$ cat config.mk
export PLATFORM = sky130hd
export DESIGN_NAME = fpc_host
export DESIGN_NICKNAME = d
export VERILOG_FILES = /design/src/fpc_pkg.sv /design/src/fpc_host.sv
export SDC_FILE = /design/constraint.sdc
export NUM_CORES = 1
export LEC_CHECK = 0
export BUFFER_PORTS_ARGS = -buffer_cell sky130_fd_sc_hd__buf_2
export CORE_ASPECT_RATIO = 0.9
export CORE_UTILIZATION = 47
export CTS_BUF_LIST = sky130_fd_sc_hd__clkbuf_4
export CTS_CLUSTER_SIZE = 40
export DETAILED_ROUTE_END_ITERATION = 7
export GPL_TIMING_DRIVEN = 0
export PLACE_DENSITY = 0.7
export SYNTH_ARGS = -nofsm -noshare
export SYNTH_HDL_FRONTEND = slang
export SYNTH_SLANG_ARGS = --single-unit
$ cat constraint.sdc
create_clock -name clk_in -period 12.48 [get_ports clk_in]
set_clock_uncertainty 0.1 [all_clocks]
set_input_delay 1.248 -clock clk_in [delete_from_list [all_inputs] [get_ports clk_in]]
set_output_delay 1.248 -clock clk_in [all_outputs]
set_load 0.005 [all_outputs]
$ cat src/fpc_pkg.sv
// package for the flash page-config host controller
package fpc_pkg;
  // ======================================================
  // register map of the controller (avalon word addresses)
  localparam logic [3:0]  FPC_CTRL_OFS      = 4'h0;
  localparam logic [3:0]  FPC_ADDR_OFS      = 4'h1;
  localparam logic [3:0]  FPC_WDATA_OFS     = 4'h2;
  localparam logic [3:0]  FPC_RDATA_OFS     = 4'h3;
  localparam logic [3:0]  FPC_STAT_OFS      = 4'h4;
  localparam logic [3:0]  FPC_PCFG_OFS      = 4'h5;
  // ======================================================
  // control command codes (ctrl bits 2:0)
  localparam logic [2:0]  FPC_OP_WRITE      = 3'h1;
  localparam logic [2:0]  FPC_OP_READ       = 3'h2;
  localparam logic [2:0]  FPC_OP_SETCFG     = 3'h3;
  localparam logic [2:0]  FPC_OP_RESET      = 3'h4;
  localparam int          FPC_CTRL_PROGRAM_VOLTAGE_PIN_BIT = 8;
  localparam int          FPC_CTRL_CS_LSB   = 9;
  // ======================================================
  // flash command data
  localparam logic [15:0] FPC_SETCFG_SETUP  = 16'h0060;
  localparam logic [15:0] FPC_SETCFG_CONF   = 16'h0004;
  localparam logic [15:0] FPC_CLR_STATUS    = 16'h0050;
  localparam logic [15:0] FPC_READ_ARRAY    = 16'h00ff;
  localparam int          FPC_PAGE_LEN_BIT  = 13;
  localparam logic [15:0] FPC_PCFG_RESET    = 16'h0000;
  // ======================================================
  // timing, 20 MHz clock
  localparam int          FPC_CLK_MHZ       = 20;
  localparam int          FPC_T_WE_NS       = 60;
  localparam int          FPC_T_OE_NS       = 100;
  localparam int          FPC_T_RST_NS      = 100;
  localparam int          FPC_T_REC_NS      = 210;
  localparam int          FPC_WE_CYC  = (FPC_T_WE_NS * FPC_CLK_MHZ + 999) / 1000;
  localparam int          FPC_OE_CYC  = (FPC_T_OE_NS * FPC_CLK_MHZ + 999) / 1000;
  localparam int          FPC_RST_CYC = (FPC_T_RST_NS * FPC_CLK_MHZ + 999) / 1000;
  localparam int          FPC_REC_CYC = (FPC_T_REC_NS * FPC_CLK_MHZ + 999) / 1000;
endpackage

$ cat src/fpc_host.sv
// host controller driving a parallel nor flash: commands, page config, reset
// Operation
// RL1: page config lost on reset or power
// RL2: set config: 0060h then 0004h, value on address
// RL3: device returns to array read afterwards
// RL4: bit 13 selects eight-word pages
// RL5: reserved config bits written as zero
// RL6: clear status after eight-word set command
// RL7: oe high floats device data; the flash model drives inverted data instead
// RL8: program clears bits, erase sets them
// RL9: erase acts on whole block
// RL10: program and erase need program voltage high
// RL11: any selected write is a command
// RL12: write latched on we rising edge
// RL13: deselect floats outputs, standby; the flash model drives inverted data instead
// RL14: engine continues while deselected
// RL15: reset low deselects, restores array read
// RL16: reset aborts running operation
// RL17: wait recovery after reset release
// RL18: flash reset follows system reset
// RL19: four-word pages after reset
// RL20: page word chosen by low address bits
// RL21: new length applies on next page load
// RL22: bad confirm leaves config unchanged
`timescale 1ns/100ps
module fpc_host import fpc_pkg::*; #(
  parameter int ADDR_W = 24
) (
  input  wire logic              clk_in,
  input  wire logic              rst_in,
  input  wire logic [3:0]        avs_address_in,
  input  wire logic              avs_read_in,
  input  wire logic              avs_write_in,
  input  wire logic [31:0]       avs_writedata_in,
  output logic      [31:0]       avs_readdata_out,
  output logic                   avs_waitrequest_out,
  output logic      [ADDR_W-1:0] flash_addr_out,
  input  wire logic [15:0]       flash_data_in,
  output logic      [15:0]       flash_data_out,
  output logic                   flash_data_oe_out,
  output logic      [2:0]        chip_selects_out,
  output logic                   flash_oe_n_out,
  output logic                   flash_we_n_out,
  output logic                   powerdown_reset_n_out,
  output logic                   program_voltage_pin_out,
  input  wire logic              ready_busy_output_in
);
  // ======================================================
  // state
  typedef enum logic [6:0] {
    S_IDLE  = 7'b0000001,
    S_WE    = 7'b0000010,
    S_GAP   = 7'b0000100,
    S_OE    = 7'b0001000,
    S_RST   = 7'b0010000,
    S_REC   = 7'b0100000,
    S_ACK   = 7'b1000000
  } fpc_state_type;

  typedef struct packed {
    fpc_state_type     st;
    logic [7:0]        cnt;
    logic [1:0]        step;       // phase within a multi-write sequence
    logic              seq;        // set-config sequence active
    logic [ADDR_W-1:0] addr;
    logic [15:0]       wdata;
    logic [15:0]       rdata;
    logic [15:0]       pcfg;       // shadow of the device page config
    logic [8:0]        ctrl;
    logic [1:0]        rb_sync;
    logic              busy;
    logic [31:0]       rd;
    logic              wait_n;
    logic              wreq;       // registered waitrequest, high while not answering
    logic [ADDR_W-1:0] fa;
    logic [15:0]       fd;
    logic              fdoe;
    logic [2:0]        cs;
    logic              oe_n;
    logic              we_n;
    logic              rp_n;
  } fpc_regs_type;

  fpc_regs_type r_reg, r_next;

  // ======================================================
  // next-state logic
  always_comb begin
    r_next = r_reg;
    r_next.rb_sync = {r_reg.rb_sync[0], ready_busy_output_in};
    r_next.wait_n  = 1'b0;
    case (r_reg.st)
      S_IDLE: begin
        r_next.cs   = 3'h7;                    // deselected, standby [RL13]
        r_next.fdoe = 1'b0;
        r_next.oe_n = 1'b1;
        r_next.we_n = 1'b1;
        if (r_reg.seq) begin
          // next write of the set-config sequence
          r_next.st   = S_WE;
          r_next.cnt  = 8'(FPC_WE_CYC);
          r_next.cs   = 3'h0;
          r_next.we_n = 1'b0;
          r_next.fdoe = 1'b1;
          r_next.fa   = ADDR_W'(r_reg.pcfg);   // value on address lines [RL2]
          if (r_reg.step == 2'h0) begin
            r_next.fd = FPC_SETCFG_SETUP;      // [RL2]
          end else if (r_reg.step == 2'h1) begin
            r_next.fd = FPC_SETCFG_CONF;       // [RL2]
          end else begin
            r_next.fd = FPC_CLR_STATUS;        // [RL6]
          end
        end else if ((avs_write_in || avs_read_in) && !r_reg.wait_n) begin
          // decode the avalon access
          r_next.st = S_ACK;
          if (avs_read_in) begin
            if (avs_address_in == FPC_RDATA_OFS) begin
              r_next.rd = {16'h0000, r_reg.rdata};
            end else if (avs_address_in == FPC_STAT_OFS) begin
              r_next.rd = {30'h0, r_reg.rb_sync[1], r_reg.busy};
            end else if (avs_address_in == FPC_PCFG_OFS) begin
              r_next.rd = {16'h0000, r_reg.pcfg};
            end else if (avs_address_in == FPC_ADDR_OFS) begin
              r_next.rd = 32'(r_reg.addr);
            end else begin
              r_next.rd = 32'h0;
            end
          end else if (avs_address_in == FPC_ADDR_OFS) begin
            r_next.addr = avs_writedata_in[ADDR_W-1:0];
          end else if (avs_address_in == FPC_WDATA_OFS) begin
            r_next.wdata = avs_writedata_in[15:0];
          end else if (avs_address_in == FPC_CTRL_OFS) begin
            r_next.wait_n = 1'b1;               // ctrl answered at once, op runs behind it
            r_next.ctrl = avs_writedata_in[8:0];
            r_next.busy = 1'b1;
            r_next.fa   = r_reg.addr;
            r_next.cs   = 3'h0;
            case (avs_writedata_in[2:0])
              FPC_OP_WRITE: begin
                // any selected write is a command [RL11]
                r_next.st   = S_WE;
                r_next.cnt  = 8'(FPC_WE_CYC);
                r_next.we_n = 1'b0;
                r_next.fdoe = 1'b1;
                r_next.fd   = r_reg.wdata;
              end
              FPC_OP_READ: begin
                r_next.st   = S_OE;
                r_next.cnt  = 8'(FPC_OE_CYC);
                r_next.oe_n = 1'b0;
              end
              FPC_OP_SETCFG: begin
                // only bit 13 kept, reserved bits zero [RL5] [RL4]
                r_next.pcfg = {2'b00, r_reg.wdata[FPC_PAGE_LEN_BIT], 13'h0000};
                r_next.seq  = 1'b1;
                r_next.step = 2'h0;
                r_next.cs   = 3'h7;
                r_next.st   = S_IDLE;
              end
              FPC_OP_RESET: begin
                r_next.st   = S_RST;
                r_next.cnt  = 8'(FPC_RST_CYC);
                r_next.rp_n = 1'b0;             // aborts any operation [RL16]
                r_next.cs   = 3'h7;
              end
              default: begin
                r_next.busy = 1'b0;
                r_next.cs   = 3'h7;
                r_next.st   = S_IDLE;          // unknown op: nothing runs
              end
            endcase
          end
        end
      end
      S_WE: begin
        if (r_reg.cnt <= 8'h1) begin
          r_next.we_n = 1'b1;                  // device latches on this rise [RL12]
          r_next.st   = S_GAP;
        end else begin
          r_next.cnt = r_reg.cnt - 8'h1;
        end
      end
      S_GAP: begin
        r_next.cs   = 3'h7;                    // release chip select after we rise
        r_next.fdoe = 1'b0;
        r_next.st   = S_IDLE;
        if (r_reg.seq) begin
          if (r_reg.step == 2'h0) begin
            r_next.step = 2'h1;
          end else if (r_reg.step == 2'h1 && r_reg.pcfg[FPC_PAGE_LEN_BIT]) begin
            r_next.step = 2'h2;                // eight-word needs clear status [RL6]
          end else begin
            r_next.seq  = 1'b0;
            r_next.busy = 1'b0;
          end
        end else begin
          r_next.busy = 1'b0;
        end
      end
      S_OE: begin
        if (r_reg.cnt <= 8'h1) begin
          r_next.rdata = flash_data_in;
          r_next.oe_n  = 1'b1;
          r_next.cs    = 3'h7;
          r_next.busy  = 1'b0;
          r_next.st    = S_IDLE;
        end else begin
          r_next.cnt = r_reg.cnt - 8'h1;
        end
      end
      S_RST: begin
        if (r_reg.cnt <= 8'h1) begin
          r_next.rp_n = 1'b1;
          r_next.pcfg = FPC_PCFG_RESET;        // device config back to default [RL1] [RL19]
          r_next.st   = S_REC;
          r_next.cnt  = 8'(FPC_REC_CYC);
        end else begin
          r_next.cnt = r_reg.cnt - 8'h1;
        end
      end
      S_REC: begin
        if (r_reg.cnt <= 8'h1) begin
          r_next.busy = 1'b0;                  // recovery wait done [RL17]
          r_next.st   = S_IDLE;
        end else begin
          r_next.cnt = r_reg.cnt - 8'h1;
        end
      end
      S_ACK: begin
        r_next.wait_n = 1'b1;
        r_next.st     = S_IDLE;
      end
      default: r_next.st = S_IDLE;
    endcase
    // waitrequest kept as its own flop so the output needs no gate
    r_next.wreq = ~r_next.wait_n;
  end

  // ======================================================
  // state register; system reset also resets the flash [RL18]
  always_ff @(posedge clk_in or posedge rst_in) begin
    if (rst_in) begin
      r_reg <= '{st: S_RST, cnt: 8'(FPC_RST_CYC), step: 2'h0, seq: 1'b0,
                 addr: '0, wdata: 16'h0000, rdata: 16'h0000, pcfg: FPC_PCFG_RESET,
                 ctrl: 9'h000, rb_sync: 2'b00, busy: 1'b1, rd: 32'h0, wait_n: 1'b0, wreq: 1'b1,
                 fa: '0, fd: 16'h0000, fdoe: 1'b0, cs: 3'h7, oe_n: 1'b1,
                 we_n: 1'b1, rp_n: 1'b0};
    end else begin
      r_reg <= r_next;
    end
  end

  // ======================================================
  // outputs straight from flip-flops
  assign avs_readdata_out        = r_reg.rd;
  assign avs_waitrequest_out     = r_reg.wreq;
  assign flash_addr_out          = r_reg.fa;
  assign flash_data_out          = r_reg.fd;
  assign flash_data_oe_out       = r_reg.fdoe;
  assign chip_selects_out        = r_reg.cs;
  assign flash_oe_n_out          = r_reg.oe_n;
  assign flash_we_n_out          = r_reg.we_n;
  assign powerdown_reset_n_out   = r_reg.rp_n;
  assign program_voltage_pin_out = r_reg.ctrl[FPC_CTRL_PROGRAM_VOLTAGE_PIN_BIT];  // [RL10]
endmodule // fpc_host

Yosys cells after proc, flatten, opt, wreduce, memory -nomap -nowiden:

Cells that the tools add are included.

* add/subtract/negate cells: 1
* reductions and logical operators: 37
* mux-type cells: 80
* bitwise operators: 5
* equal/unequal tests: 43
* order comparisons: 1

Operator list (number)
* $mux 47: 5
* $mux 25: 6
* $mux 32: 4
* $mux 58: 2
* $mux 34: 2
* $mux 16: 4
* $mux 18: 3
* $mux 24: 2
* $mux 44: 1
* $mux 43: 1
* $mux 7: 5
* $pmux 16 s2: 1
* $pmux 7 s4: 1
* $ne 3x3->1 const B: 9
* $ne 2x2->1 const B: 13
* $mux 8: 3
* $pmux 8 s3: 1
* $mux 1: 22
* $reduce_and 10->1: 2
* $reduce_and 9->1: 2
* $mux 17: 1
* $mux 15: 1
* $pmux 5 s3: 1
* $reduce_and 7->1: 2
* other kinds (40): 73

* input port bits: 57
* logic and storage cells: 188
* register bits: 183
* output and inout port bits: 81

Longest topological paths before layout:

Gate-level depths: netlist of run 1.

* depth after elaboration: 11
* mapped depth: 10

Least setup slack after synthesis of run 1:

Ideal clock, no wire load.

* kind: input to register
* from: input avs_address_in[0]
* to: register r_reg[171] in the netlist's numbering
* arrival: 2.903 ns
* buffers on the path: 0
* cell stages on the path: 5
* setup slack: 9.351 ns
* library setup time: 0.126 ns
* cells stage by stage: or4_4 > nor3_2 > a211oi_4 > or2_4 > a221o_1

* word-level cells in the longest chain between the ends: 3

RTL lines
* start: declaration: line fpc_host.sv:31 `input wire logic [3:0] avs_address_in,`
* $eq 4x2->1 (tied with other cells): line fpc_host.sv:130 `end else if (avs_address_in == FPC_WDATA_OFS) begin`
* $ne 3x3->1 (no source line)
* $reduce_and 8->1 (no source line) (*)
* end signal: assignment: line fpc_host.sv:243 `r_reg <= '{st: S_RST, cnt: 8'(FPC_RST_CYC), step: 2'h0, seq: 1'b0,`
* end signal: assignment: line fpc_host.sv:249 `r_reg <= r_next;`
* end: declaration: line fpc_host.sv:84 `fpc_regs_type r_reg, r_next;`

Mark *: on every way between the ends. The rest lies on a longest branch, timed or not.
A chain may end at the register's enable or synchronous reset.

Worst setup path after layout of run 1:

* from: input avs_address_in[2]
* to: register r_reg[143] in the netlist's numbering

* word-level cells in the longest chain between the ends: 2

RTL lines
* $eq 4x1->1: line fpc_host.sv:128 `end else if (avs_address_in == FPC_ADDR_OFS) begin`
* $reduce_and 5->1 (no source line)

Every way passes these cells.

==> results of run 1 <==
==> area by class of cell <==
| cell class | instances | area, sq um | area share (%) |
|---|---|---|---|
| Timing Repair Buffer | 119 | 618 | 7.38 |
| Clock buffer | 19 | 143 | 1.70 |
| Sequential cell | 150 | 3760 | 44.9 |
| Buffer | 115 | 737 | 8.80 |
| Antenna cell | 1 | 2.50 | 0.0299 |
| Multi-Input combinational cell | 454 | 2620 | 31.3 |
| Tap cell | 198 | 248 | 2.96 |
| Clock inverter | 13 | 204 | 2.44 |
| Inverter | 9 | 38.8 | 0.463 |
==> per-stage QoR <==
step | cells | setup slack (ns) | hold slack [ns]
global route | 1077 | 9.27 | 0.304
finish | 1078 | 9.42 | 0.288
floorplan | 728 | 7.11 | 0.231
detailed placement | 1045 | 8.87 | 0.259
global placement | 1044 | 5.39 | 0.257
CTS | 1077 | 9.50 | 0.288
==> placed cells by master (no fill, tap or decap), drive strengths merged, types with 3 or more instances in the layout <==
cell	instances
o21bai	3
o21ai	79
buf	209
a22oi	19
nor2b	4
nor4b	4
or4	4
nor3	16
a21oi	12
o22ai	3
conb	8
clkinv	4
inv	10
clkbuf	44
nand2	169
and3	6
nand2b	4
xnor2	3
a211oi	4
bufinv	5
xor2	3
or3	5
dfrtp	143
nor2	15
mux2	41
dfstp	7
clkinvlp	3
nand3	11
nor4	8
==> worst reg2reg max path: cells and delay by family, from the launching register on <==
family / cells / cell delay, ns
and+or+nand+nor: 3 / 0.73
AOI/OAI and AO/OA: 2 / 0.89
DFF: 1 / 0.58
buffers and inverters: 2 / 0.29
adders and majority gates: 1 / 0.22
==> per-layer routing <==
metal | share of wire (%) | vias up
met2 | 43 | 158
met1 | 50 | 2609
met5 | 0 | -
met4 | 1.5 | 0
li1 | - | 2684
met3 | 6.1 | 21
==> cells by family (layout without fill, tap and decap cells) <==
kind of cell,after synthesis,in the layout,synth area share [%]
DFF,150,150,52.8
buffers and inverters,124,275,10.8
xor gates and xnor gates,6,6,0.738
AOI/OAI and AO/OA,141,141,12.3
muxes,41,41,6.48
adders and majority gates,2,2,0.351
other,1,9,0.0526
and+or+nand+nor,256,256,16.5
==> report_power, final <==
part | total (W) | switching, W | internal (W)
Clock | 0.000363 | 0.000180 | 0.000183
Combinational | 0.000302 | 0.000156 | 0.000146
Sequential | 0.000650 | 0.0000781 | 0.000572
Total | 0.00131 | 0.000415 | 0.000900
==> path summary, 6_finish.rpt <==
kind / cells past startpoint / endpoint / start
setup / recovery: 6 / r_reg[143] / avs_address_in[2]
hold / removal: 0 / r_reg[83] / r_next[83]
setup reg to reg: 8 / r_reg[171] / r_reg[169]
hold reg to reg: 0 / r_reg[83] / r_next[83]
max in group asynchronous: 3 / flash_oe_n_out / rst_in
min in group asynchronous: 2 / flash_data_out[12] / rst_in
==> summary.txt, run 1 <==
status: complete, no violations
GRT Max-Usage Layer: met1
cell accounting for the most synthesized area: dfrtp_1
Power Density: 157 mW/mm^2
fraction of registers with async set or reset after synthesis: 100%
fin. max-slew vios: 0
Clock Tree Root: clkbuf_4
largest net degree at the start of global routing: 94
MaxCap Viol Count: 0
number of distinct library cells after synthesis: 60
top_reg_cell synth: dfrtp_1
maximum VDD drop: 0.105 mV
Setup crit end kind: flop
r2r setup slk: 9.54 ns
CP dominant cell by count: clkbuf_1
Area after DPL: 0.00802 sq mm
f_max: 326 MHz
drt via density: 5.08
Ys Warns: 0
CP Data Arrival Time: 3.43 ns
Remaining DRCs: 0
final setup violation count: 0
initial antenna violation count: 0
IO buf count: 118
Crit path max-delay family: simple AND/OR/NAND/NOR gates
startpoint types: input port
CP cell instances: buf_2 > clkbuf_1 > nor4b_1 > nand3_1 > clkbuf_1 > mux2_2
Die Y: 119 um
RSZ-0062 raised after global routing: no
core area: 0.0148 sq mm
syn avg cell area: 9.88 sq um
Crit path largest cell delay: 0.67 ns
CTS resizes: 0
layout overhead on the synthesized area: 17.5%
clock slew at reported path FFs: 0.13 ns
most common cell in the netlist: nand2_1
worst-path fanout max: 10
drt total wl: 17000 um
top cells by area, synth: dfrtp_1 (50%), nand2_1 (8.9%), buf_4 (8.0%), mux2_2 (6.5%), o21ai_0 (5.1%)
fin util: 56.7%
Final Cell Area: 0.00837 sq mm
Worst Hold Class: reg2reg
global placement routability congestion: 0.844
register area share after synthesis: 52.8%
DR vias: 5472
Setup Buffers After CTS: 0
GR Util met2: 32.8%
Die W: 132 um
drt pass-1 iters: 5
Tightest Pin Transition: 1.26 ns
Slowest cell on crit path: nor4b_1
Leakage: 4.12 nW
period utilization: 24.6%
Slew headroom: 15.4%
# rows: 42
gr usage total: 23.1%
number of global-route vias before repair: 5203
M3 GR Usage: 5.15%
H-tree levels: 4
Initial Util: 48.2%
post-synthesis register bit count: 150
CTS Buf Count: 17
final count of hold timing violations: 0
Clock Sink Count: 150
clock latency on the worst-skew pair: 0.58 ns
total power: 0.00131 W
Ports: 138
Post-synth EDFFs: 0
met1 Use GR: 34.7%
WL/cell: 15.8 um
global-route wire length before repair: 27600 um
share of cells above drive strength 1: 33.8%
Final ANT Viol Nets: 0
Layout fillers: 1331
hpwl dp: 12700 um
max FFs per register: 78
Max Buffers Root-to-Sink: 2
CP bufs+invs: 3
layout net count: 925
commonest cells in the netlist: nand2_1 (169), dfrtp_1 (143), buf_4 (76), o21ai_0 (72), mux2_2 (41)
Final min period: 3.06 ns
quantity of hold-fixing buffers added after cts: 0
Mapped Cells: 721
CTS tree: built
WS Path Type: in2reg
CP required: 12.84 ns
Synth Cell Area: 0.00712 sq mm
post-synth top area share: 50.2%
grt total ovfl: 0
die footprint: 0.0157 sq mm
setup tns final: 0 ns
Iteration-0 DRC Markers: 410
Note: power is estimated with default switching activity, not from simulation.
==> inputs of run 2 (changes only) <==
Settings changed: PLACE_DENSITY 0.7 to 0.72.
Clock period 12.48 ns to 2.7 ns, I/O delays scaled along.
==> run 2 against run 1 <==
- worst setup slack got worse by 9.4 ns
- largest power group unchanged
- final area rose by 4.7%
- utilization rose by 2.7 points
- via count rose by 4.5%
- non-clock buffer count rose by 47
- clock-buffer cell count rose by 2
==> summary.txt, run 2 (same netlist as run 1, synthesis figures left out) <==
status: complete, no violations
Power Density: 659 mW/mm^2 (+320%)
grt total ovfl: 0 (unchanged)
CTS tree: built
Max Buffers Root-to-Sink: 2 (unchanged)
CP required: 3.05 ns (-9.79 ns)
share of cells above drive strength 1: 33.0% (-0.74 points)
CP Data Arrival Time: 3.00 ns (-0.43 ns)
global-route wire length before repair: 28700 um (+4.1%)
clock latency on the worst-skew pair: 0.57 ns (about the same)
gr usage total: 24.0% (+0.93 points)
startpoint types: flop
IO buf count: 118 (unchanged)
global placement routability congestion: 0.845 (about the same)
DR vias: 5719 (+4.5%)
Final WS setup: 0.0538 ns (-9.36 ns)
Die Y: 119 um (unchanged)
Clk pwr share: 21.8% (-5.8 points)
Reg power frac: 52.1% (+2.7 points)
WL/cell: 15.9 um (+0.50%)
H-tree levels: 4 (unchanged)
FF-to-FF path depth: 7 (-1)
initial antenna violation count: 0 (unchanged)
Final ANT Viol Nets: 0 (unchanged)
Setup crit end kind: flop
most frequent cells in the layout: nand2_1 (169), dfrtp_1 (143), buf_2 (128), buf_4 (81), o21ai_0 (72)
MaxCap Viol Count: 0 (unchanged)
final count of hold timing violations: 0 (unchanged)
drt via density: 5.09 (+0.24%)
fin. max-slew vios: 0 (unchanged)
Crit path largest cell delay: 0.55 ns (-0.12 ns)
layout overhead on the synthesized area: 23.0%
Hold EP: r_reg[180]
r2r setup slk: 0.05 ns (-9.49 ns)
hpwl dp: 12900 um (+1.9%)
max FFs per register: 78 (unchanged)
diodes inserted: 0 (-1)
reg2reg end: r_reg[175]
Remaining DRCs: 0 (unchanged)
layout net count: 972 (+5.1%)
clock slew at reported path FFs: 0.12 ns (about the same)
internal power: 0.00388 W (+330%)
Crit path max-delay family: compound AO/OA/AOI/OAI gates
Clock Tree Root: clkbuf_4
crit path from: r_reg[169]
CTS Buf Count: 17 (unchanged)
Switching Share: 32.9% (+1.3 points)
f_max: 378 MHz
number of global-route vias before repair: 5455 (+4.8%)
power share of the combinational group: 26.0% (+3.0 points)
Place WS: -0.197 ns (-9.06 ns)
WS Path Type: reg2reg
drt total wl: 17900 um (+4.8%)
Ports: 138 (unchanged)
CP cell instances: inv_1 > ha_2 > or2_2 > and3_4 > o41a_4 > or2_4 > a221o_1
Die W: 132 um (unchanged)
die footprint: 0.0157 sq mm (unchanged)
RSZ-0062 raised after global routing: no
Initial Util: 48.2% (unchanged)
hold slack: 0.0934 ns (-0.195 ns)
maximum VDD drop: 0.317 mV (+200%)
leading cell type in the layout, fill and taps excluded: nand2_1
Slew headroom: 36.6% (+21 points)
core area: 0.0148 sq mm (unchanged)
Worst Hold Class: in2reg
Tightest Pin Transition: 0.944 ns (-0.313 ns)
Final min period: 2.65 ns
sw power: 0.00190 W (+360%)
hold path depth: 4 (+4)
reg2reg start: r_reg[169]
period utilization: 98.0%
count of non-filler cells in the finished layout: 1124 (+4.3%)
DP Cell Count: 1047 (+0.19%)
final setup violation count: 0 (unchanged)
Leakage: 4.29 nW (+4.1%)
Clock Sink Count: 150 (unchanged)
drt pass-1 iters: 5 (unchanged)
Slowest cell on crit path: dfstp_2
worst-path fanout max: 6 (-4)
# rows: 42 (unchanged)
CP bufs+invs: 1 (-2)
Iteration-0 DRC Markers: 457 (+11%)
HP Start: avs_address_in[2]
largest net degree at the start of global routing: 44 (-53%)
## run 2: cell types whose count changed in the layout (fill, tap and decap cells not counted), moves of 2 or more
cell,change
clkbuf_1,-2
clkinv_1,+3
buf_4,+5
buf_12,+3
dlygate4sd3_1,+41
bufinv_16,-4
clkbuf_4,+2
## run 2: per-layer routing
metal  GRT usage, %  vias to the layer above  share of wire [%]  wire (um)
met5              0                        -                  0          0
met4           9.74                        0                1.9        341
met3           4.72                       25                6.0       1070
met2           34.4                      188                 44       7840
met1           35.4                     2736                 48       8620
li1               -                     2770                  -          -
## run 2: metrics by stage
| stage | power [W] | util, % | instance area [sq um] | TNS [ns] |
|---|---|---|---|---|
| floorplan | 0.00388 | - | 7150 | 0 |
| global placement | 0.00439 | 54.1 | 7990 | -70.35 |
| detailed placement | 0.00444 | 54.5 | 8050 | -0.425 |
| CTS | 0.00573 | 59.0 | 8710 | 0 |
| global route | 0.00607 | 59.4 | 8760 | 0 |
| finish | 0.00577 | 59.4 | 8760 | 0 |
## run 2: worst max path at each step
stage / end / cells after the start
floorplan: r_reg[175] / 8
global placement: r_reg[111] / 2
detailed placement: r_reg[175] / 8
CTS: r_reg[175] / 7
global route: r_reg[175] / 7
finish: r_reg[175] / 7
## run 2: power groups by stage
stage / Sequential, W / Clock [W] / Combinational (W)
3_5_place_dp: 0.00304 / 0 / 0.00140
4_1_cts: 0.00299 / 0.00128 / 0.00146
6_report: 0.00301 / 0.00126 / 0.00150
5_1_grt: 0.00305 / 0.00136 / 0.00166
3_3_place_gp: 0.00303 / 0 / 0.00136
2_1_floorplan: 0.00288 / 0 / 0.00100
## run 2: timing repair
| action | in CTS | in global routing |
|---|---|---|
| resized for setup | 3 | 5 |
| endpoints found under the hold margin | 89 | 0 |
| cloned | 0 | 0 |
| setup endpoints to repair | 6 | 64 |
| setup buffers | 0 | 5 |
| pin swaps | 0 | 0 |
| hold buffers | 41 | 0 |
## run 2: worst min-delay path: cells and delay by family
kind	cells	cell delay, ns
AO/OA/AOI/OAI	1	0.09
buffers and inverters	1	0.14
AND/OR/NAND/NOR	2	0.25
## run 2: layout make-up
cell class / instances / area [sq um]
well taps: 198 / 248
multi-input cells: 454 / 2640
clock inverters: 11 / 83.8
inverters: 9 / 37.5
fillers: 1303 / 6000
repair buffers: 167 / 1100
flip-flops and latches: 150 / 3760
plain buffers: 114 / 734
clock buffers: 21 / 158
